==> config.mk <==
export PLATFORM = sky130hd
export DESIGN_NAME = ready_wait_ctrl
export DESIGN_NICKNAME = d
export VERILOG_FILES = /design/src/hw/ready_wait_pkg.sv /design/src/hw/ready_wait_ctrl.sv
export VERILOG_INCLUDE_DIRS = /design/src /design/src/hw
export SDC_FILE = /design/constraint.sdc
export NUM_CORES = 1
export LEC_CHECK = 0
export BUFFER_PORTS_ARGS = -buffer_cell sky130_fd_sc_hd__buf_2
export CORE_ASPECT_RATIO = 1.75
export CORE_MARGIN = 2
export CORE_UTILIZATION = 45
export DETAILED_ROUTE_END_ITERATION = 10
export PLACE_DENSITY = 0.61
export SYNTH_ARGS = -nofsm -noshare
export SYNTH_HDL_FRONTEND = slang
export SYNTH_SLANG_ARGS = --single-unit
==> constraint.sdc <==
create_clock -name CLK -period 2.4 [get_ports CLK]
set_input_delay 0.24 -clock CLK [delete_from_list [all_inputs] [get_ports CLK]]
set_output_delay 0.24 -clock CLK [all_outputs]
set_load 0.02 [all_outputs]
==> src/hw/ready_wait_map.svh <==
// Constants for the ready-controlled wait-state sequencer
`ifndef READY_WAIT_MAP_SVH
`define READY_WAIT_MAP_SVH

// ---------------------------------------------
// Phase field widths and legal ranges
// ---------------------------------------------
`define RW_SETUP_W 2
`define RW_CMD_W 2
`define RW_ACC_W 6
`define RW_HOLD_W 2
`define RW_SETUP_MIN 6'h01
`define RW_ACC_MIN 6'h01
`define RW_CNT_ZERO 6'h00
`define RW_CNT_ONE 6'h01

// ---------------------------------------------
// Ready input synchroniser depths
// ---------------------------------------------
`define RW_PIN_SYNC_STAGES 2
`define RW_ASYNC_EXTRA_STAGES 1

`endif

==> src/hw/ready_wait_pkg.sv <==
// Types for the ready-controlled wait-state sequencer
`include "ready_wait_map.svh"

package ready_wait_pkg;

    // ---------------------------------------------
    // Per-cycle programming
    // ---------------------------------------------
    typedef struct packed {
        logic ready_en;
        logic ready_async;
        logic ready_high;
        logic [`RW_SETUP_W-1:0] setup_len;
        logic [`RW_CMD_W-1:0] cmd_delay;
        logic [`RW_ACC_W-1:0] access_phase_length;
        logic [`RW_HOLD_W-1:0] hold_len;
    } cycle_cfg_s;

    // ---------------------------------------------
    // Bus cycle phases
    // ---------------------------------------------
    typedef enum logic [2:0] {
        PH_IDLE = 3'b000,
        PH_SETUP = 3'b001,
        PH_CMD_DELAY = 3'b010,
        PH_ACCESS = 3'b011,
        PH_READY_WAIT = 3'b100,
        PH_HOLD = 3'b101
    } phase_e;

endpackage : ready_wait_pkg

==> src/hw/ready_wait_ctrl.sv <==
// Bus cycle sequencer with ready-controlled wait states
`timescale 1ns/1ps
`include "ready_wait_map.svh"

module ready_wait_ctrl (
    input wire logic CLK,
    input wire logic RSTN,
    input wire logic START,
    input wire ready_wait_pkg::cycle_cfg_s CFG,
    input wire logic READY_PIN,
    output logic CYCLE_BUSY,
    output logic CMD_N,
    output logic READY_WAIT,
    output logic CYCLE_DONE
);
    import ready_wait_pkg::*;

    // ---------------------------------------------
    // Ready synchronisers
    // ---------------------------------------------
    // Pin always gets two flops; asynchronous mode reads one stage further,
    // trading one wait state for safe sampling of an unrelated edge.
    logic ready_s1_q;
    logic ready_s2_q;
    logic ready_s3_q;
    always_ff @(posedge CLK) begin
        if (!RSTN) begin
            ready_s1_q <= 1'b0;
            ready_s2_q <= 1'b0;
            ready_s3_q <= 1'b0;
        end else begin
            ready_s1_q <= READY_PIN;
            ready_s2_q <= ready_s1_q;
            ready_s3_q <= ready_s2_q;
        end
    end

    cycle_cfg_s cfg_q;
    phase_e state_q, state_d;
    logic [`RW_ACC_W-1:0] cnt_q, cnt_d;
    logic ready_sync_act;
    logic ready_async_act;
    logic ready_act;

    assign ready_sync_act = ready_s2_q ^ ~cfg_q.ready_high;
    assign ready_async_act = ready_s3_q ^ ~cfg_q.ready_high;
    assign ready_act = cfg_q.ready_async ? ready_async_act : ready_sync_act;

    // ---------------------------------------------
    // Cycle programming latch
    // ---------------------------------------------
    always_ff @(posedge CLK) begin
        if (!RSTN) begin
            cfg_q <= '0;
        end else if (state_q == PH_IDLE && START) begin
            cfg_q <= CFG;
        end
    end

    function automatic logic [`RW_ACC_W-1:0] len_m1(input logic [`RW_ACC_W-1:0] len,
                                                   input logic [`RW_ACC_W-1:0] lo);
        logic [`RW_ACC_W-1:0] v;
        v = (len < lo) ? lo : len;
        return v - `RW_CNT_ONE;
    endfunction : len_m1

    // ---------------------------------------------
    // Phase sequencing
    // ---------------------------------------------
    always_comb begin
        state_d = state_q;
        cnt_d = cnt_q;
        case (state_q)
            PH_IDLE: begin
                // Ready is not looked at here, leftovers have no effect
                if (START) begin
                    state_d = PH_SETUP;
                    cnt_d = len_m1({{(`RW_ACC_W-`RW_SETUP_W){1'b0}}, CFG.setup_len},
                                   `RW_SETUP_MIN);
                end
            end
            PH_SETUP: begin
                if (cnt_q != `RW_CNT_ZERO) begin
                    cnt_d = cnt_q - `RW_CNT_ONE;
                end else if (cfg_q.cmd_delay != '0) begin
                    state_d = PH_CMD_DELAY;
                    cnt_d = {{(`RW_ACC_W-`RW_CMD_W){1'b0}}, cfg_q.cmd_delay} - `RW_CNT_ONE;
                end else begin
                    state_d = PH_ACCESS;
                    cnt_d = len_m1(cfg_q.access_phase_length, `RW_ACC_MIN);
                end
            end
            PH_CMD_DELAY: begin
                if (cnt_q != `RW_CNT_ZERO) begin
                    cnt_d = cnt_q - `RW_CNT_ONE;
                end else begin
                    state_d = PH_ACCESS;
                    cnt_d = len_m1(cfg_q.access_phase_length, `RW_ACC_MIN);
                end
            end
            PH_ACCESS: begin
                // Mandatory waitstates run out before ready is consulted
                if (cnt_q != `RW_CNT_ZERO) begin
                    cnt_d = cnt_q - `RW_CNT_ONE;
                end else if (!cfg_q.ready_en || (!cfg_q.ready_async && ready_sync_act)) begin
                    state_d = (cfg_q.hold_len != '0) ? PH_HOLD : PH_IDLE;
                    cnt_d = {{(`RW_ACC_W-`RW_HOLD_W){1'b0}}, cfg_q.hold_len} - `RW_CNT_ONE;
                end else begin
                    state_d = PH_READY_WAIT;
                end
            end
            PH_READY_WAIT: begin
                if (ready_act) begin
                    state_d = (cfg_q.hold_len != '0) ? PH_HOLD : PH_IDLE;
                    cnt_d = {{(`RW_ACC_W-`RW_HOLD_W){1'b0}}, cfg_q.hold_len} - `RW_CNT_ONE;
                end
            end
            PH_HOLD: begin
                if (cnt_q != `RW_CNT_ZERO) begin
                    cnt_d = cnt_q - `RW_CNT_ONE;
                end else begin
                    state_d = PH_IDLE;
                end
            end
            default: begin
                state_d = PH_IDLE;
                cnt_d = `RW_CNT_ZERO;
            end
        endcase
    end

    always_ff @(posedge CLK) begin
        if (!RSTN) begin
            state_q <= PH_IDLE;
            cnt_q <= `RW_CNT_ZERO;
        end else begin
            state_q <= state_d;
            cnt_q <= cnt_d;
        end
    end

    // ---------------------------------------------
    // Registered outputs
    // ---------------------------------------------
    always_ff @(posedge CLK) begin
        if (!RSTN) begin
            CYCLE_BUSY <= 1'b0;
            CMD_N <= 1'b1;
            READY_WAIT <= 1'b0;
            CYCLE_DONE <= 1'b0;
        end else begin
            CYCLE_BUSY <= (state_d != PH_IDLE);
            CMD_N <= !(state_d == PH_ACCESS || state_d == PH_READY_WAIT);
            READY_WAIT <= (state_d == PH_READY_WAIT);
            CYCLE_DONE <= (state_d == PH_IDLE) && (state_q != PH_IDLE);
        end
    end

    // ---------------------------------------------
    // Checks
    // ---------------------------------------------
    property p_polarity_end;
        @(posedge CLK) disable iff (!RSTN)
        (state_q == PH_READY_WAIT && !cfg_q.ready_async && ((ready_s2_q == cfg_q.ready_high)))
        |=> (state_q != PH_READY_WAIT);
    endproperty
    a_polarity_end: assert property (p_polarity_end) else $error("ready wait not ended");

    property p_sync_no_wait;
        @(posedge CLK) disable iff (!RSTN)
        (state_q == PH_ACCESS && cnt_q == `RW_CNT_ZERO && cfg_q.ready_en
         && !cfg_q.ready_async && ready_sync_act) |=> !READY_WAIT && CMD_N;
    endproperty
    a_sync_no_wait: assert property (p_sync_no_wait) else $error("sync ready waited");

    property p_async_one_wait;
        @(posedge CLK) disable iff (!RSTN)
        (state_q == PH_ACCESS && cnt_q == `RW_CNT_ZERO && cfg_q.ready_en && cfg_q.ready_async)
        |=> READY_WAIT && state_q == PH_READY_WAIT;
    endproperty
    a_async_one_wait: assert property (p_async_one_wait) else $error("async ready no wait");

    property p_access_load;
        @(posedge CLK) disable iff (!RSTN)
        (state_q != PH_ACCESS && state_d == PH_ACCESS)
        |=> (cnt_q == len_m1(cfg_q.access_phase_length, `RW_ACC_MIN)) && !CMD_N;
    endproperty
    a_access_load: assert property (p_access_load) else $error("access length wrong");

    property p_wait_again;
        @(posedge CLK) disable iff (!RSTN)
        (state_q == PH_READY_WAIT && !ready_act) |=> READY_WAIT ##0 state_q == PH_READY_WAIT;
    endproperty
    a_wait_again: assert property (p_wait_again) else $error("waitstate not inserted");

    property p_ready_done;
        @(posedge CLK) disable iff (!RSTN)
        (state_q == PH_READY_WAIT && ready_act) |=> CMD_N ##[0:3] CYCLE_DONE;
    endproperty
    a_ready_done: assert property (p_ready_done) else $error("cycle not closed");

    property p_mandatory_first;
        @(posedge CLK) disable iff (!RSTN)
        (state_q == PH_ACCESS && cnt_q != `RW_CNT_ZERO) |=> state_q == PH_ACCESS;
    endproperty
    a_mandatory_first: assert property (p_mandatory_first) else $error("ready used early");

    property p_idle_ignore;
        @(posedge CLK) disable iff (!RSTN)
        (state_q == PH_IDLE && !START) |=> $stable(cfg_q) && !CYCLE_BUSY;
    endproperty
    a_idle_ignore: assert property (p_idle_ignore) else $error("idle left without start");

endmodule : ready_wait_ctrl

==> impl_metrics.prom <==
# TYPE chip_impl_metric gauge
chip_impl_metric{name="multi_input_gate_area_in_the_final_layout",unit="µm²"} 1080
chip_impl_metric{name="flop_and_latch_count_out_of_synthesis",unit=""} 29
chip_impl_metric{name="clock_transition_at_the_registers_of_the_reported_paths",unit="ps"} 60
chip_impl_info{name="timing.critical_path.slowest_stage_cell",value="sky130_fd_sc_hd__a221o_1"} 1
chip_impl_metric{name="cts-htree-levels",unit=""} 2
chip_impl_metric{name="ios",unit=""} 23
chip_impl_metric{name="average_via_count_per_standard_cell",unit=""} 5.47
chip_impl_metric{name="core_region_area",unit="µm²"} 3660
chip_impl_metric{name="floorplan.initialDensity",unit=""} 0.475
chip_impl_info{name="cp-end-kind",value="register"} 1
chip_impl_metric{name="yosys.cell_types.count",unit=""} 51
chip_impl_metric{name="cts-buffers-inserted",unit=""} 5
chip_impl_metric{name="synth.cell_area",unit="µm²"} 1740
chip_impl_metric{name="post_cts_resized",unit=""} 0
chip_impl_metric{name="number_of_antenna_violations_at_the_first_check_in_global_routing",unit=""} 0
chip_impl_metric{name="final_net_count",unit=""} 264
chip_impl_metric{name="grt_start_max_net_pins",unit=""} 27
chip_impl_metric{name="clkSinkCount",unit=""} 29
chip_impl_metric{name="timing.final.max_slew_violations",unit=""} 0
chip_impl_metric{name="fmax",unit="MHz"} 469
chip_impl_metric{name="totalWireLength",unit="µm"} 4070
chip_impl_metric{name="yosysSeqAreaShare",unit=""} 0.334
chip_impl_metric{name="pwr_density_cell",unit="nW/µm²"} 1340
chip_impl_metric{name="place_congestion",unit=""} 0.917
chip_impl_metric{name="p_leak",unit="nW"} 0.776
chip_impl_metric{name="netSwitchingPower",unit="mW"} 1.17
chip_impl_metric{name="io_buffer_count",unit=""} 22
chip_impl_metric{name="cts.repair_timing.setup_buffer_count",unit=""} 0
chip_impl_metric{name="gr-usage-all-layers",unit=""} 0.210
chip_impl_info{name="hold_class",value="input port to register"} 1
chip_impl_info{name="layout.cells.most_common_list",value="sky130_fd_sc_hd__nand2_1, sky130_fd_sc_hd__dfxtp_1, sky130_fd_sc_hd__buf_2"} 1
chip_impl_metric{name="synth_async_sr_flop_share",unit=""} 0
chip_impl_metric{name="p_sw_frac",unit=""} 0.442
chip_impl_metric{name="ctsHoldBuffers",unit=""} 0
chip_impl_metric{name="synth.avg_cell_area",unit="µm²"} 7.98
chip_impl_info{name="dominantRegCellSynth",value="sky130_fd_sc_hd__dfxtp_1"} 1
chip_impl_metric{name="grt_first_pass_wirelength",unit="µm"} 7020
chip_impl_metric{name="post_route_cells_drive_above_1_share",unit=""} 0.169
chip_impl_metric{name="place_hpwl",unit="µm"} 3140
chip_impl_info{name="reg_top3",value="cfg_q (13), cnt_q (6), state_q (3)"} 1
chip_impl_metric{name="rows",unit=""} 29
chip_impl_metric{name="clock_skew",unit="ps"} 3.88
chip_impl_metric{name="clk-insertion-delay-late",unit="ps"} 280
chip_impl_info{name="ctsRootBufferMaster",value="sky130_fd_sc_hd__clkbuf_8"} 1
chip_impl_info{name="layout.cells.most_common",value="sky130_fd_sc_hd__nand2_1"} 1
chip_impl_metric{name="worst-endpoint-required",unit="ps"} 2570
chip_impl_metric{name="worst_pin_slew",unit="ps"} 551
chip_impl_metric{name="post-route-period-util",unit=""} 0.888
chip_impl_metric{name="irDropWorstVdd",unit="mV"} 0.601
chip_impl_metric{name="synth_nets",unit=""} 241
chip_impl_metric{name="worst_ep_arrival_time",unit="ps"} 2300
chip_impl_metric{name="synth_enable_flop_cells",unit=""} 0
chip_impl_metric{name="total_of_warnings_raised_by_yosys",unit=""} 0
chip_impl_metric{name="worst_slew_margin_relative_to_its_limit",unit=""} 0.629
chip_impl_info{name="rsz0062_at_grt",value="false"} 1
chip_impl_metric{name="die_ar",unit="µm²"} 4400
chip_impl_metric{name="die-width",unit="µm"} 51.0
chip_impl_info{name="critPathKind",value="register to register"} 1
chip_impl_metric{name="route.vias.total",unit=""} 1576
chip_impl_metric{name="timing.critical_path.slowest_cell_delay",unit="ps"} 420
chip_impl_metric{name="chipHeight",unit="µm"} 86.2
chip_impl_metric{name="final.min_clock_period",unit="ps"} 2130
chip_impl_metric{name="drt_drc_violations_left",unit=""} 0
chip_impl_metric{name="final.setup.tns",unit="ps"} 0
chip_impl_metric{name="vias_in_the_first_global_route",unit=""} 1540
chip_impl_metric{name="power.internal",unit="mW"} 1.48
chip_impl_metric{name="hold_violation_count_in_the_final_report",unit=""} 0
chip_impl_metric{name="clockPowerShare",unit=""} 0.144
chip_impl_info{name="status",value="finished, final reports clean"} 1
chip_impl_info{name="worstPathCellList",value="inv_1 > ha_1 > and3b_1 > nand2_2 > o21ai_1 > a221o_1 > and2_4 > a32o_1"} 1
chip_impl_metric{name="critical_path.max_fanout",unit=""} 9
chip_impl_metric{name="final-seq-area",unit="µm²"} 581
chip_impl_metric{name="postRouteAntennaNets",unit=""} 0
chip_impl_metric{name="hold-worst-slack",unit="ps"} 167
chip_impl_metric{name="num_antenna_cells",unit=""} 0
chip_impl_metric{name="synth_cells",unit=""} 218
chip_impl_metric{name="dr.first_iter.drc_count",unit=""} 38
chip_impl_info{name="tritoncts",value="yes"} 1
chip_impl_metric{name="largest_register_ffs",unit=""} 13
chip_impl_metric{name="drt_first_pass_iters",unit=""} 4
chip_impl_metric{name="maxCapViolCount",unit=""} 0
chip_impl_info{name="setup.worst_path.start_class",value="register"} 1
chip_impl_metric{name="layout.core_utilization",unit=""} 0.537
chip_impl_metric{name="routedWlPerCell",unit="µm"} 14.1
chip_impl_metric{name="flow.area_growth_from_synthesis",unit="%"} 13.2
chip_impl_metric{name="pwr-share-comb",unit=""} 0.580
chip_impl_info{name="regMostFlops",value="cfg_q"} 1
chip_impl_metric{name="final-setup-viol-count",unit=""} 0
chip_impl_metric{name="clock_tree.buffer_depth",unit=""} 2
chip_impl_metric{name="fillerInstances",unit=""} 408
chip_impl_metric{name="globalRoute.totalOverflow",unit=""} 0
chip_impl_metric{name="sequential_power_share",unit=""} 0.277
## kinds of logic after synthesis
| family | count (synthesis) | share of synthesized area |
|---|---|---|
| AOI/OAI and AO/OA | 63 | 0.264 |
| xor gates and xnor gates | 9 | 0.0453 |
| adders and majority gates | 4 | 0.0288 |
| buffers and inverters | 19 | 0.0446 |
| DFF | 29 | 0.334 |
| muxes | 4 | 0.0237 |
| and+or+nand+nor | 90 | 0.260 |
## power groups by stage
stage	logic, mW	clock network (mW)	registers (mW)
final	1.54	0.380	0.733
after global routing	1.71	0.411	0.753
after CTS	1.53	0.388	0.733
after floorplan	1.19	0	0.716
after detailed placement	1.52	0	0.743
after global placement	1.54	0	0.744
## per-layer routing
| layer | GRT usage | part of all wire | wire [µm] | vias to the layer above |
|---|---|---|---|---|
| li1 | - | - | - | 815 |
| met1 | 0.254 | 0.41 | 1650 | 709 |
| met2 | 0.362 | 0.52 | 2120 | 45 |
| met3 | 0.0310 | 0.049 | 199 | 7 |
| met4 | 0.0860 | 0.022 | 90 | 0 |
| met5 | 0 | 0 | 0 | - |
## cells in the mapped netlist, drive strengths merged (4+ instances only)
master	count	share of area
xor2	5	0.025
inv	10	0.022
nor2	18	0.039
dfxtp	29	0.33
nand2	37	0.083
ha	4	0.029
buf	6	0.017
a21boi	16	0.071
and2	8	0.030
o21ai	11	0.032
xnor2	4	0.020
nor3	8	0.029
a21oi	7	0.020
## critical path: cells and delay by family (launching register included)
kind	cells	cell delay, ps
buf+inv	1	90
simple gates	3	580
compound gates	3	740
fa+ha+maj	1	250
flops	1	370
## layout make-up
cell class | count | share of cell area
multi-input cells | 170 | 0.549
repair buffers | 25 | 0.0673
flip-flops and latches | 29 | 0.295
well taps | 46 | 0.0292
clock buffers | 8 | 0.0407
inverters | 10 | 0.0191
## final timing paths
check                           depth (start not counted)    endpoint  slack, ps       start
worst max-delay path                                    8    cnt_q[0]        270    cnt_q[0]
worst min-delay path                                    2  ready_s1_q        170   READY_PIN
worst max register to register                          8    cnt_q[0]        270    cnt_q[0]
worst min register to register                          1  ready_s2_q        430  ready_s1_q
## per-stage QoR
stage	instances	total power, mW	setup WS, ps	area [µm²]
after CTS	288	2.65	267	1970
after global placement	280	2.28	289	1890
after detailed placement	280	2.27	285	1890
after global routing	288	2.87	36.8	1970
after floorplan	218	1.90	525	1740
final	288	2.65	268	1970
Power figures use the tool's default switching activity.
